<file path="config.mk">
export PLATFORM = sky130hd
export DESIGN_NAME = flash_download_and_ram_emulation
export DESIGN_NICKNAME = d
export VERILOG_FILES = /design/src/flash_dl_pkg.sv /design/src/axil_slave.sv /design/src/flash_download_and_ram_emulation.sv /design/src/overlay_map.sv
export VERILOG_INCLUDE_DIRS = /design/src
export SDC_FILE = /design/constraint.sdc
export NUM_CORES = 1
export LEC_CHECK = 0
export BUFFER_PORTS_ARGS = -buffer_cell sky130_fd_sc_hd__buf_2
export CORE_AREA = 2 2 120 122
export CTS_BUF_LIST = sky130_fd_sc_hd__clkbuf_8
export DETAILED_ROUTE_END_ITERATION = 10
export DIE_AREA = 0 0 122 124
export GPL_TIMING_DRIVEN = 0
export PLACE_DENSITY = 0.88
export SETUP_SLACK_MARGIN = 0.1
export SLEW_MARGIN = 20
export SYNTH_ARGS = -nofsm -noshare
export SYNTH_HDL_FRONTEND = slang
export SYNTH_HIERARCHICAL = 1
export SYNTH_SLANG_ARGS = --single-unit
</file>
<file path="constraint.sdc">
create_clock -name clk -period 4.69 [get_ports clk]
set_input_delay 0 -clock clk [delete_from_list [all_inputs] [get_ports clk]]
set_output_delay 0 -clock clk [all_outputs]
set_load 0.005 [all_outputs]
</file>
<file path="src/flash_dl_cfg.svh">
// constants for the flash download and ram emulation block
`ifndef FLASH_DL_CFG_SVH
`define FLASH_DL_CFG_SVH

// ==========================================================
// register byte addresses on the axi4-lite bus
`define REG_DEST_OFF 32'h0000_0000
`define REG_EMU_OFF 32'h0000_0004
`define REG_CTRL_OFF 32'h0000_0008
`define REG_START_OFF 32'h0000_000C

// ==========================================================
// reset values
`define DEST_RST 8'h00
`define EMU_RST 4'h0

// ==========================================================
// field positions
`define DEST_ERR_BIT 7
`define CTRL_START_BIT 0
`define CTRL_BUSY_BIT 1

// ==========================================================
// download start addresses for destination codes 0 to 3
`define DEST_ADDR_0 24'hFF7000
`define DEST_ADDR_1 24'hFFB000
`define DEST_ADDR_2 24'hFFD000
`define DEST_ADDR_3 24'hFFE800
`define DEST_CODE_MAX 7'h03

// ==========================================================
// download length: a 2-kbyte routine
`define DL_SIZE_BYTES 2048
`define DL_LAST_IDX (`DL_SIZE_BYTES - 1)

// ==========================================================
// emulation overlay: 4-kbyte flash blocks, ram window base
`define FLASH_BLK_SHIFT 12
`define EMU_RAM_BASE 24'hFFF000

// ==========================================================
// axi response codes
`define RESP_OKAY 2'h0
`define RESP_SLVERR 2'h2

`endif

</file>
<file path="src/flash_dl_pkg.sv">
// types and shared functions for the flash download and ram emulation block
`include "flash_dl_cfg.svh"

package flash_dl_pkg;

    // ==========================================================
    // axi4-lite channels, master to slave
    typedef struct packed {
        logic [31:0] awaddr;
        logic [2:0] awprot;
        logic awvalid;
        logic [31:0] wdata;
        logic [3:0] wstrb;
        logic wvalid;
        logic bready;
        logic [31:0] araddr;
        logic [2:0] arprot;
        logic arvalid;
        logic rready;
    } axil_m2s_t;

    // axi4-lite channels, slave to master
    typedef struct packed {
        logic awready;
        logic wready;
        logic bvalid;
        logic [1:0] bresp;
        logic arready;
        logic rvalid;
        logic [31:0] rdata;
        logic [1:0] rresp;
    } axil_s2m_t;

    // ==========================================================
    // one byte written into on-chip ram by the download
    typedef struct packed {
        logic valid;
        logic [23:0] addr;
        logic [7:0] data;
    } ram_wr_t;

    // download destination register layout
    typedef struct packed {
        logic rangeErr;
        logic [6:0] code;
    } dest_reg_t;

    // emulation overlay control, low nibble only
    typedef struct packed {
        logic emulationSelect;
        logic [2:0] overlayArea;
    } emu_ctrl_t;

    // download sequencer states
    typedef enum logic [0:0] {
        DL_IDLE,
        DL_COPY
    } dl_state_t;

    // ==========================================================
    // destination code to ram start address
    function automatic logic [23:0] destStart(input logic [1:0] code);
        logic [23:0] a;
        unique case (code)
            2'h0: a = `DEST_ADDR_0;
            2'h1: a = `DEST_ADDR_1;
            2'h2: a = `DEST_ADDR_2;
            2'h3: a = `DEST_ADDR_3;
        endcase
        return a;
    endfunction

endpackage

</file>
<file path="src/axil_slave.sv">
// axi4-lite slave front end: turns bus beats into register strobes
`timescale 1ns/1ps

module axil_slave
    import flash_dl_pkg::*;
(
    // clock and reset
    input wire logic clk,
    input wire logic srst,
    // bus side
    input wire axil_m2s_t axiIn,
    output axil_s2m_t axiOut,
    // register side, write
    output logic wrEn,
    output logic [31:0] wrAddr,
    output logic [31:0] wrData,
    output logic [3:0] wrStrb,
    input wire logic wrOk,
    // register side, read
    output logic rdEn,
    output logic [31:0] rdAddr,
    input wire logic [31:0] rdData,
    input wire logic rdOk
);

    // ==========================================================
    // holding registers for address and data, either order
    logic awFull_reg, awFull_next;
    logic wFull_reg, wFull_next;
    logic [31:0] awAddr_reg, awAddr_next;
    logic [31:0] wData_reg, wData_next;
    logic [3:0] wStrb_reg, wStrb_next;
    axil_s2m_t out_reg, out_next;

    // write fires once both halves are held and no response pends
    assign wrEn = awFull_reg && wFull_reg && !out_reg.bvalid;
    assign wrAddr = awAddr_reg;
    assign wrData = wData_reg;
    assign wrStrb = wStrb_reg;
    // read is taken straight off the address channel
    assign rdEn = axiIn.arvalid && out_reg.arready;
    assign rdAddr = axiIn.araddr;
    assign axiOut = out_reg;

    // next-state of the channel handshakes
    always_comb
    begin
        awFull_next = awFull_reg;
        wFull_next = wFull_reg;
        awAddr_next = awAddr_reg;
        wData_next = wData_reg;
        wStrb_next = wStrb_reg;
        out_next = out_reg;
        if (axiIn.awvalid && out_reg.awready)
        begin
            awFull_next = 1'b1;
            awAddr_next = axiIn.awaddr;
        end
        if (axiIn.wvalid && out_reg.wready)
        begin
            wFull_next = 1'b1;
            wData_next = axiIn.wdata;
            wStrb_next = axiIn.wstrb;
        end
        if (out_reg.bvalid && axiIn.bready)
            out_next.bvalid = 1'b0;
        if (wrEn)
        begin
            awFull_next = 1'b0;
            wFull_next = 1'b0;
            out_next.bvalid = 1'b1;
            out_next.bresp = wrOk ? `RESP_OKAY : `RESP_SLVERR;
        end
        // ready comes from a flop, so it drops as soon as a half is held
        out_next.awready = !awFull_next;
        out_next.wready = !wFull_next;
        if (out_reg.rvalid && axiIn.rready)
            out_next.rvalid = 1'b0;
        if (rdEn)
        begin
            out_next.rvalid = 1'b1;
            out_next.rdata = rdOk ? rdData : 32'h0000_0000;
            out_next.rresp = rdOk ? `RESP_OKAY : `RESP_SLVERR;
        end
        // one read in flight at most
        out_next.arready = !out_next.rvalid;
    end

    // register stage
    always_ff @(posedge clk)
    begin
        if (srst)
        begin
            awFull_reg <= 1'b0;
            wFull_reg <= 1'b0;
            awAddr_reg <= 32'h0000_0000;
            wData_reg <= 32'h0000_0000;
            wStrb_reg <= 4'h0;
            out_reg <= '{awready: 1'b1, wready: 1'b1, arready: 1'b1, default: '0};
        end
        else
        begin
            awFull_reg <= awFull_next;
            wFull_reg <= wFull_next;
            awAddr_reg <= awAddr_next;
            wData_reg <= wData_next;
            wStrb_reg <= wStrb_next;
            out_reg <= out_next;
        end
    end

endmodule

</file>
<file path="src/flash_download_and_ram_emulation.sv">
// top of the flash download sequencer and ram emulation control
//
// Contract
// - code 0 to FF7000, code 1 to FFB000
// - code 2 to FFD000, code 3 to FFE800
// - codes 4 and up: flag error, abort
// - range checked at start-copy, not write
// - download fills 2 kbytes from start
// - emulation register cleared by reset, hw standby
// - software standby keeps emulation register
// - upper nibble reads zero, software writes zero
// - select set: emulate, protect all blocks
// - select clear: no emulation, protection off
// - area field with select picks block
// - area n maps block at n*1000h
//
// Design decisions made here: the AXI4-Lite register port and the register offsets.
`timescale 1ns/1ps

module flash_download_and_ram_emulation
    import flash_dl_pkg::*;
(
    // clock and reset
    input wire logic clk,
    input wire logic srst,
    // hardware standby pin
    input wire logic hwStandby,
    // axi4-lite register bus
    input wire axil_m2s_t axiIn,
    output axil_s2m_t axiOut,
    // built-in routine source, srcData taken in the same cycle as srcAddr
    output logic [10:0] srcAddr,
    input wire logic [7:0] srcData,
    // on-chip ram write port for the download
    output ram_wr_t ramWr,
    output logic dlBusy,
    // flash control and cpu address overlay
    output logic flashPeProtect,
    input wire logic [23:0] cpuAddr,
    output logic ovlHit,
    output logic [23:0] ovlAddr
);

    // ==========================================================
    // register decode
    // ==========================================================

    // true when a bus address selects the given register word
    function automatic logic isReg(input logic [31:0] a, input logic [31:0] off);
        return a == off;
    endfunction

    // bus strobes from the front end
    logic wrEn;
    logic [31:0] wrAddr;
    logic [31:0] wrData;
    logic [3:0] wrStrb;
    logic wrOk;
    logic rdEn;
    logic [31:0] rdAddr;
    logic [31:0] rdData;
    logic rdOk;

    // per-register write hits, byte lane 0 only
    logic wrDest;
    logic wrEmu;
    logic wrCtrl;

    axil_slave busIf (
        .clk(clk),
        .srst(srst),
        .axiIn(axiIn),
        .axiOut(axiOut),
        .wrEn(wrEn),
        .wrAddr(wrAddr),
        .wrData(wrData),
        .wrStrb(wrStrb),
        .wrOk(wrOk),
        .rdEn(rdEn),
        .rdAddr(rdAddr),
        .rdData(rdData),
        .rdOk(rdOk)
    );

    // the start-address word is read only, so writes to it are refused
    always_comb
    begin
        wrOk = isReg(wrAddr, `REG_DEST_OFF) || isReg(wrAddr, `REG_EMU_OFF)
            || isReg(wrAddr, `REG_CTRL_OFF);
        wrDest = wrEn && wrStrb[0] && isReg(wrAddr, `REG_DEST_OFF);
        wrEmu = wrEn && wrStrb[0] && isReg(wrAddr, `REG_EMU_OFF);
        wrCtrl = wrEn && wrStrb[0] && isReg(wrAddr, `REG_CTRL_OFF);
    end

    // ==========================================================
    // hardware standby synchroniser
    // ==========================================================

    logic stbyMeta_reg; // first stage, read only by the second
    logic stbySync_reg; // safe to use

    // the pin comes from outside, two flops before any use
    always_ff @(posedge clk)
    begin
        if (srst)
        begin
            stbyMeta_reg <= 1'b0;
            stbySync_reg <= 1'b0;
        end
        else
        begin
            stbyMeta_reg <= hwStandby;
            stbySync_reg <= stbyMeta_reg;
        end
    end

    // ==========================================================
    // emulation overlay control register
    // ==========================================================

    emu_ctrl_t emu_reg, emu_next; // select bit and area field
    logic prot_reg, prot_next; // program/erase block on all flash

    // software writes land here; the mode restriction and the settle
    // gap after a write are the software's duty, not checked here
    always_comb
    begin
        emu_next = emu_reg;
        if (wrEmu)
            emu_next = emu_ctrl_t'(wrData[3:0]);
        // only power-on reset and hardware standby clear it
        if (stbySync_reg)
            emu_next = emu_ctrl_t'(`EMU_RST);
        // protection follows the select bit directly
        prot_next = emu_next.emulationSelect;
    end

    // register stage of the emulation control
    always_ff @(posedge clk)
    begin
        if (srst)
        begin
            emu_reg <= emu_ctrl_t'(`EMU_RST);
            prot_reg <= 1'b0;
        end
        else
        begin
            emu_reg <= emu_next;
            prot_reg <= prot_next;
        end
    end

    assign flashPeProtect = prot_reg;

    // the overlay itself lives in its own module
    overlay_map ovl (
        .clk(clk),
        .srst(srst),
        .emuCtrl(emu_reg),
        .cpuAddr(cpuAddr),
        .ovlHit(ovlHit),
        .ovlAddr(ovlAddr)
    );

    // ==========================================================
    // download destination register and sequencer
    // ==========================================================

    dest_reg_t dest_reg, dest_next; // error flag and code
    dl_state_t state_reg, state_next; // sequencer state
    logic [10:0] idx_reg, idx_next; // byte index within routine
    logic [23:0] start_reg, start_next; // ram start latched at trigger
    ram_wr_t ramWr_reg, ramWr_next; // ram write beat
    logic busy_reg, busy_next; // download in progress
    logic trigger; // start-copy written with a one
    logic codeBad; // code outside 0 to 3

    assign trigger = wrCtrl && wrData[`CTRL_START_BIT];
    // a seven-bit field above 3 covers every prohibited code
    assign codeBad = dest_next.code > `DEST_CODE_MAX;

    // next state of the register and the copy loop
    always_comb
    begin
        dest_next = dest_reg;
        state_next = state_reg;
        idx_next = idx_reg;
        start_next = start_reg;
        ramWr_next = ramWr_reg;
        ramWr_next.valid = 1'b0;
        // software write first, so a hardware set below wins
        if (wrDest)
            dest_next = dest_reg_t'(wrData[7:0]);
        unique case (state_reg)
            DL_IDLE:
            begin
                // the code is judged only now, not when written
                if (trigger)
                begin
                    if (codeBad)
                        dest_next.rangeErr = 1'b1;
                    else
                    begin
                        start_next = destStart(dest_next.code[1:0]);
                        idx_next = 11'h000;
                        state_next = DL_COPY;
                    end
                end
            end
            DL_COPY:
            begin
                // srcData belongs to idx_reg, presented on srcAddr this cycle
                ramWr_next.valid = 1'b1;
                ramWr_next.addr = start_reg + 24'(idx_reg);
                ramWr_next.data = srcData;
                if (idx_reg == 11'(`DL_LAST_IDX))
                    state_next = DL_IDLE;
                else
                    idx_next = idx_reg + 11'h001;
            end
        endcase
        busy_next = state_next == DL_COPY;
    end

    // register stage of the sequencer
    always_ff @(posedge clk)
    begin
        if (srst)
        begin
            dest_reg <= dest_reg_t'(`DEST_RST);
            state_reg <= DL_IDLE;
            idx_reg <= 11'h000;
            start_reg <= 24'h000000;
            ramWr_reg <= '0;
            busy_reg <= 1'b0;
        end
        else
        begin
            dest_reg <= dest_next;
            state_reg <= state_next;
            idx_reg <= idx_next;
            start_reg <= start_next;
            ramWr_reg <= ramWr_next;
            busy_reg <= busy_next;
        end
    end

    assign srcAddr = idx_reg;
    assign ramWr = ramWr_reg;
    assign dlBusy = busy_reg;

    // ==========================================================
    // read mux
    // ==========================================================

    // upper bits of each byte register read as zero
    always_comb
    begin
        rdOk = 1'b1;
        rdData = 32'h0000_0000;
        if (isReg(rdAddr, `REG_DEST_OFF))
            rdData[7:0] = dest_reg;
        else if (isReg(rdAddr, `REG_EMU_OFF))
            rdData[3:0] = emu_reg;
        else if (isReg(rdAddr, `REG_CTRL_OFF))
            rdData[`CTRL_BUSY_BIT] = busy_reg;
        else if (isReg(rdAddr, `REG_START_OFF))
            rdData[23:0] = destStart(dest_reg.code[1:0]);
        else
            rdOk = 1'b0;
    end

endmodule

</file>
<file path="src/overlay_map.sv">
// ram emulation overlay: redirects one 4-kbyte flash block into ram
`timescale 1ns/1ps

module overlay_map
    import flash_dl_pkg::*;
(
    // clock and reset
    input wire logic clk,
    input wire logic srst,
    // control and cpu address
    input wire emu_ctrl_t emuCtrl,
    input wire logic [23:0] cpuAddr,
    // mapped result
    output logic ovlHit,
    output logic [23:0] ovlAddr
);

    logic hit_reg, hit_next; // address falls in the emulated block
    logic [23:0] addr_reg, addr_next; // address after the overlay

    // block n spans n*4k; only blocks 0 to 7 can match
    always_comb
    begin
        hit_next = emuCtrl.emulationSelect &&
            (cpuAddr[23:`FLASH_BLK_SHIFT] == 12'(emuCtrl.overlayArea));
        addr_next = cpuAddr;
        if (hit_next)
            addr_next = `EMU_RAM_BASE | {12'h000, cpuAddr[`FLASH_BLK_SHIFT-1:0]};
    end

    // registered so the outputs come from flops
    always_ff @(posedge clk)
    begin
        if (srst)
        begin
            hit_reg <= 1'b0;
            addr_reg <= 24'h000000;
        end
        else
        begin
            hit_reg <= hit_next;
            addr_reg <= addr_next;
        end
    end

    assign ovlHit = hit_reg;
    assign ovlAddr = addr_reg;

endmodule
</file>
==> results of run 1 <==
[report_power, final]
part	internal (mW)	switching (mW)
Combinational	0.173	0.162
Sequential	1.44	0.0334
Clock	0.490	0.504
Total	2.10	0.699
[worst reg2reg max path, stage by stage (launching register included)]
cell and delay [ns]:
sky130_fd_sc_hd__dfxtp_1 0.34, sky130_fd_sc_hd__or4_1 0.59, sky130_fd_sc_hd__a211oi_1 0.22, sky130_fd_sc_hd__and4bb_1 0.23
sky130_fd_sc_hd__buf_4 0.18, sky130_fd_sc_hd__buf_6 0.17, sky130_fd_sc_hd__mux2i_1 0.19, sky130_fd_sc_hd__nor2_1 0.05
[layout make-up]
type	instances	area [µm²]
Buffer	90	569
Clock buffer	19	262
Clock inverter	13	119
Fill cell	1030	4370
Inverter	19	71.3
Multi-Input combinational cell	501	2960
Sequential cell	165	3300
Tap cell	180	225
Timing Repair Buffer	279	1840
[metrics by stage]
stage          worst slack, ns  hold slack, ns  power [mW]  cell area (µm²)
6_report                  2.60          0.0511        2.80             9350
3_5_place_dp              2.63           0.215        1.77             8080
2_1_floorplan             2.83          0.0716        1.67             6900
4_1_cts                   2.60          0.0205        2.80             9350
3_3_place_gp              2.64           0.214        1.76             8080
5_1_grt                   2.44          0.0700        2.91             9350
[layer usage]
| layer | wire (µm) | share of wire | GRT usage | vias to the layer above |
|---|---|---|---|---|
| met5 | 0 | 0 | 0 | - |
| met4 | 494 | 0.024 | 0.108 | 0 |
| met3 | 1370 | 0.068 | 0.0691 | 49 |
| met2 | 10500 | 0.52 | 0.493 | 264 |
| met1 | 7860 | 0.39 | 0.293 | 3037 |
| li1 | - | - | - | 3137 |
[final timing paths]
check	slack, ns	end	startpoint	cells past startpoint
hold reg to reg	0.45	busIf/axiOut[16]$_SDFFE_PP0P_	busIf/axiOut[16]$_SDFFE_PP0P_	2
setup reg to reg	2.60	start_reg[14]$_SDFFE_PP0P_	dest_reg[6]$_SDFF_PP0_	7
setup / recovery	2.60	start_reg[14]$_SDFFE_PP0P_	dest_reg[6]$_SDFF_PP0_	7
hold / removal	0.05	busIf/wrData[2]$_SDFFE_PP0P_	axiIn[38]	5
==> impl_summary.md, run 1 <==
Critical path
The required time of the worst setup path is 5.03 ns. The largest fanout on the critical path is 10. STA classifies the critical path endpoint as a flip-flop. Together, buffers and inverters on the worst path number 2.

The signal on the critical path passes through or4_1 > a211oi_1 > and4bb_1 > buf_4 > buf_6 > mux2i_1 > nor2_1. The path type of the worst setup path is flip-flop to flip-flop. The kind of start point of the critical path is a flip-flop. The critical path's top delay family is simple AND/OR/NAND/NOR gates. The library cell contributing the largest single delay on the critical path is sky130_fd_sc_hd__or4_1.

STA puts the critical path data arrival time at 2.43 ns. The highest cell delay on the worst timing path is 0.59 ns.

Finish
The count of cells in the finished layout, fillers not included, comes to 1266. The net count reported at finish is 1220. In the layout the commonest cells are sky130_fd_sc_hd__buf_2 (204), sky130_fd_sc_hd__dfxtp_1 (165), sky130_fd_sc_hd__nand2_1 (122). The repair_antennas step left the layout with diodes totalling 0. The layout overhead on the synthesized area is 36.3%. The register with the most flip-flops in the layout has 39 of them. The fraction of final layout cells with drive strength greater than 1 is 0.288. The most common library cell in the layout ignoring fill and taps is sky130_fd_sc_hd__buf_2. The post-layout utilization of the core is 0.681.

Die
The initial standard-cell utilization of the core is 0.500. The die covers 15100 µm². The core region is 13700 µm². After floorplanning, the core was divided into 43 placement rows. The die extent in x is 122 µm. The overall die height is 124 µm. In this run the count of I/O pins placed on the die edge is 258.

Placement
The cell total after placement is 1145. The congestion estimate from routability-driven global placement came to 0.840. The sum of net half-perimeters after detailed placement is 12700 µm. During placement, the flow inserted port buffers numbering 190.

Synthesis
The mapped netlist covers 6860 µm². The Yosys step of the flow raised 6 warnings. In the synthesized netlist, the number of instances is 764. The mean cell area of the mapped netlist is 8.98 µm².

Global routing
The number of global-route vias before repair is 6448. After global routing the overflow that remains totals 0. The initial antenna violation count is 0. The first global-routing pass estimated 31500 µm of wire. In the global route stage, overall resource usage came out at 0.268. Entering global routing, the biggest net connects 17 pins.

Clock tree
The number of buffers created by CTS is 17. The H-tree generated during clock tree synthesis spans 4 levels. For this design, the sink count on the clock tree is 165.

TritonCTS built the clock tree. The count of buffers added by post-CTS timing repair for setup is 0. The clock insertion delay at the later pin of the skew report is 0.46 ns. No sink is reached through more buffers than the 2 on the longest clock path. For this design, the CTS-stage hold fixing added 89 buffers. The post-cts gate resize count is 0.

The clock edge transition at the registers on the reported setup and hold paths is 0.08 ns. CTS placed an instance of sky130_fd_sc_hd__clkbuf_8 at the clock tree root.

Route
For this run, design rule violations remaining after detail routing come to 0. After the first detailed-routing iteration, the DRC count stood at 310. Dividing the detail-routed wire length by the instance count gives 15.9 µm. The count of nets left with antenna violations after detail routing is 0. The wire length after detailed routing is 20200 µm. The routed via count is 6487. The first detailed-routing pass ran for 5 iterations.

The per-cell via count in the routed design is 5.12.

Min path
The type of the most critical hold path is input pin to flip-flop.

STA
The count of pins over their slew limit is 0. For the final routed database, the setup TNS stands at 0 ns. Setup violations remaining at the end of the flow were counted as 0.

The upper clock frequency limit is 0.478 GHz. Across the routed clock network, the largest skew measured is 0.0154 ns. Setup repair after global routing left no endpoint under its margin. The minimum clock period is 2.09 ns. The worst pin sits at a relative slew slack of 0.475.

The actual slew at the worst max-slew pin is 0.787 ns. The hold violation total from the final report is 0. The share of the clock period used by the worst path is 0.446.

Flow run
The tool flagged a number of max-cap violations equal to 0.

Pwr
The power density over the cells is 300 nW/µm². Summed over all cells, the static leakage comes to 4.09 nW. The worst IR drop on VDD is 0.213 mV.

Status
The flow ran to the end, and the final reports show no timing, DRC or antenna violations.
(Power assumes the default switching activity.)
==> run 2: changes to the inputs <==
--- a/config.mk
+++ b/config.mk
@@ -7,12 +7,12 @@
 export NUM_CORES = 1
 export LEC_CHECK = 0
 export BUFFER_PORTS_ARGS = -buffer_cell sky130_fd_sc_hd__buf_2
-export CORE_AREA = 2 2 120 122
+export CORE_AREA = 2 2 131 133
 export CTS_BUF_LIST = sky130_fd_sc_hd__clkbuf_8
 export DETAILED_ROUTE_END_ITERATION = 10
-export DIE_AREA = 0 0 122 124
+export DIE_AREA = 0 0 133 135
 export GPL_TIMING_DRIVEN = 0
-export PLACE_DENSITY = 0.88
+export PLACE_DENSITY = 0.78
 export SETUP_SLACK_MARGIN = 0.1
 export SLEW_MARGIN = 20
 export SYNTH_ARGS = -nofsm -noshare
==> constraint.sdc (replaced) <==
create_clock -name clk -period 1.8 [get_ports clk]
set_input_delay 0 -clock clk [delete_from_list [all_inputs] [get_ports clk]]
set_output_delay 0 -clock clk [all_outputs]
set_load 0.005 [all_outputs]
==> impl_summary.md, run 2 (synthesis gave the netlist of run 1 again) <==
Critical path
The critical path's top delay family is simple AND/OR/NAND/NOR gates. In this run the worst setup path begins at busIf/axiOut[38]$_SDFFE_PP0P_. The highest cell delay on the worst timing path came to 0.34 ns (-0.25 ns). The depth of the worst register-to-register path is 10 (+3). The path type of the worst setup path is flip-flop to flip-flop. Among the stages of the critical path, the cell type that occurs most often is sky130_fd_sc_hd__buf_6.

The most critical setup path has its endpoint at dlBusy$_SDFF_PP0_. Walking the worst path, the cells encountered are and3b_1 > buf_6 > and2_4 > and4_1 > and4bb_1 > buf_6 > buf_8 > buf_4 > a21oi_2 > nor2_1. The required time of the worst setup path is 2.12 ns (-2.91 ns). The worst setup path is captured at a flip-flop. The startpoint identified for the worst register-to-register timing path is busIf/axiOut[38]$_SDFFE_PP0P_. The worst path buffer plus inverter count is 4 (+2). The library cell contributing the largest single delay on the critical path is sky130_fd_sc_hd__dfxtp_2. The path length in cells of the critical path is 10 (+3).

The worst reg-to-reg setup slack is -0.07 ns (-2.67 ns). The largest fanout on the critical path is 8 (-2). The endpoint identified for the worst register-to-register timing path is dlBusy$_SDFF_PP0_. The kind of start point of the critical path is a flip-flop. The endpoint arrival time on the critical path is 2.20 ns (-0.23 ns).

Status
The run finished, with violations left. The checks that failed: negative setup slack.

Placement
The sum of net half-perimeters after detailed placement came to 12700 µm (+0.34%). The instance area at placement is 8150 µm² (+0.96%). The number of buffers added on ports came to 190 (unchanged). The placer congestion estimate is 0.819 (-2.5%).

STA
The count of pins over their slew limit was 0 (unchanged). Setup repair after global routing could not meet its margin everywhere. The share of the clock period used by the worst path is 1.04 (+0.593). The hold violation total from the final report was 0 (unchanged). The worst-case setup margin in the final layout is -0.0717 ns (-2.67 ns). The total of endpoints with negative setup slack in the final report is 12 (+12). The upper clock frequency limit came to 0.534 GHz (+12%). The worst slew margin relative to its limit is 0.509 (+0.0337). The actual slew at the worst max-slew pin came to 0.736 ns (-0.0505 ns). The setup clock skew after layout was 0.0106 ns (-0.00488 ns). The minimum clock period came to 1.87 ns (-0.222 ns).

Pwr
The clock share of power was 0.369 (+0.014). The fraction of power consumed by combinational cells is 0.117 (-0.002). The total internal power is 5.58 mW (+170%). The power density over the cells was 773 nW/µm² (+160%).

The power share of the sequential group is 0.514 (-0.012). The switching power summed over all nets was 1.90 mW (+170%). The worst IR drop on VDD is 0.531 mV (+150%).

The switching share of total power was 0.254 (+0.00503). The leakage power total is 4.23 nW (+3.5%).

Global routing
The maximum number of pins on one net before global-route repair was 17 (unchanged). The wire length of the first global-routing pass came to 31400 µm (-0.48%). The leftover overflow at the end of global routing is 0 (unchanged).

The number of global-route vias before repair is 6315 (-2.1%). The global-route usage over all layers is 0.217 (-0.0505). The initial antenna violation count is 0 (unchanged).

Finish
The diode insertion count for antenna repair is 0 (unchanged). The count of fill cells added during filler insertion is 1372 (+33%). The fraction of final layout cells with drive strength greater than 1 is 0.332 (+0.0433).

The net count reported at finish is 1241 (+1.7%). The post-layout utilization of the core was 0.590 (-0.0911). Compared with the post-synthesis result, the final layout area differs by 41.2%. The number of flip-flops under the largest register name is 39 (unchanged).

The area used by sequential logic in the layout is 3320 µm² (+0.49%). The area of the multi-input gates came to 3010 µm² (+1.8%). The most common library cell in the layout ignoring fill and taps is sky130_fd_sc_hd__buf_2. The finished layout cell area came to 9680 µm² (+3.6%). The library cells used most frequently in the layout, excluding fill and tap cells, are sky130_fd_sc_hd__buf_2 (206), sky130_fd_sc_hd__dfxtp_1 (152), sky130_fd_sc_hd__nand2_1 (121).

Route
The detailed-route wire length on metal 1 was 8320 µm (+5.9%). The wire length after detailed routing was 19600 µm (-2.8%). The average wire per cell in the routed design is 14.8 µm (-7.3%). The total length of routed met2 wires is 9870 µm (-5.6%). The detailed-route DRC error count was 0 (unchanged). The routed via count is 6385 (-1.6%).

The met3 wire length is 1250 µm (-8.4%). The per-cell via count in the routed design was 4.81 (-6.1%). The count of nets left with antenna violations after detail routing is 0 (unchanged).

The first-pass iteration count of the detailed router came to 5 (unchanged). Signal routing reaches up to met4. The DRC marker count from the first detailed-route iteration is 259 (-16%).

Clock tree
The CTS tree is built. The number of sinks handled by clock tree synthesis is 165 (unchanged). The clock insertion delay at the later pin of the skew report came to 0.45 ns (about the same). The maximum buffer depth of the clock tree came to 2 (unchanged). Clock tree synthesis selected as its root buffer the cell sky130_fd_sc_hd__clkbuf_8. The number of buffers created by CTS is 17 (unchanged). The deepest level of the CTS H-tree is 4 (unchanged).

The clock edge transition at the registers on the reported setup and hold paths is 0.09 ns (about the same).

Die
The placement row count came to 47 (+9.3%). The area inside the core boundary came to 16400 µm² (+20%). The overall die height is 135 µm (+8.9%). The top-level port count is 258 (unchanged). The initial standard-cell utilization of the core is 0.418 (-0.0819). The die extent in x was 133 µm (+9.0%). The die outline area came to 18000 µm² (+19%).

Min path
In this run the worst hold path is classified as input pin to flip-flop.

Flow run
The count of max-cap constraint violations is 0 (unchanged).
-- run 2: worst min path at each step --
stage	from	to	slack [ns]	depth (start not counted)
global route	axiIn[38]	busIf/wrData[6]$_SDFFE_PP0P_	0.07	5
floorplan	srst	ovl/ovlAddr[0]$_SDFF_PP0_	0.07	1
finish	axiIn[8]	busIf/axiOut[5]$_SDFFE_PP0P_	0.07	5
CTS	axiIn[38]	busIf/wrData[4]$_SDFFE_PP0P_	0.03	5
global placement	cpuAddr[3]	ovl/ovlAddr[3]$_SDFF_PP0_	0.21	2
detailed placement	cpuAddr[8]	ovl/ovlAddr[8]$_SDFF_PP0_	0.22	2
-- run 2: timing repair --
item | CTS | global route
gates resized for setup | 9 | 15
hold buffers | 89 | 0
hold endpoints to repair | 79 | 0
setup buffers | 15 | 6
pin swaps | 14 | 13
setup endpoints to repair | 45 | 49
-- run 2: power groups by stage --
stage	sequential, mW	combinational [mW]	clock, mW
2_1_floorplan	3.91	0.447	0
3_3_place_gp	3.92	0.674	0
3_5_place_dp	3.92	0.685	0
4_1_cts	3.84	0.843	2.82
5_1_grt	3.86	0.957	2.99
6_report	3.84	0.876	2.76
-- run 2: cell type report --
| cell class | count | share of cell area |
|---|---|---|
| inverters | 19 | 0.00736 |
| plain buffers | 90 | 0.0599 |
| well taps | 220 | 0.0284 |
| multi-input cells | 501 | 0.311 |
| clock inverters | 12 | 0.0146 |
| repair buffers | 300 | 0.208 |
| clock buffers | 20 | 0.0284 |
| flip-flops and latches | 165 | 0.343 |
-- run 2: worst reg2reg max path, delay by kind of cell, from the launching register on --
| kind | cells | cell delay [ns] |
|---|---|---|
| compound gates | 1 | 0.12 |
| flops | 1 | 0.34 |
| buf+inv | 4 | 0.51 |
| simple gates | 5 | 0.77 |
-- run 2: through the flow --
stage	setup TNS [ns]	cells	hold slack (ns)	setup WS, ns	power (mW)
after floorplan	-0.0375	775	0.0716	-0.0375	4.36
after global placement	-2.85	1185	0.209	-0.232	4.59
after detailed placement	-3.32	1185	0.216	-0.269	4.61
after CTS	-0.282	1321	0.0288	-0.0767	7.51
after global routing	-2.20	1327	0.0680	-0.148	7.80
final	-0.338	1327	0.0681	-0.0717	7.48
-- run 2: routing by layer --
layer | GRT usage | up-vias
met5 | 0 | -
met3 | 0.0574 | 16
met4 | 0.0585 | 0
li1 | - | 3178
met2 | 0.394 | 203
met1 | 0.253 | 2988
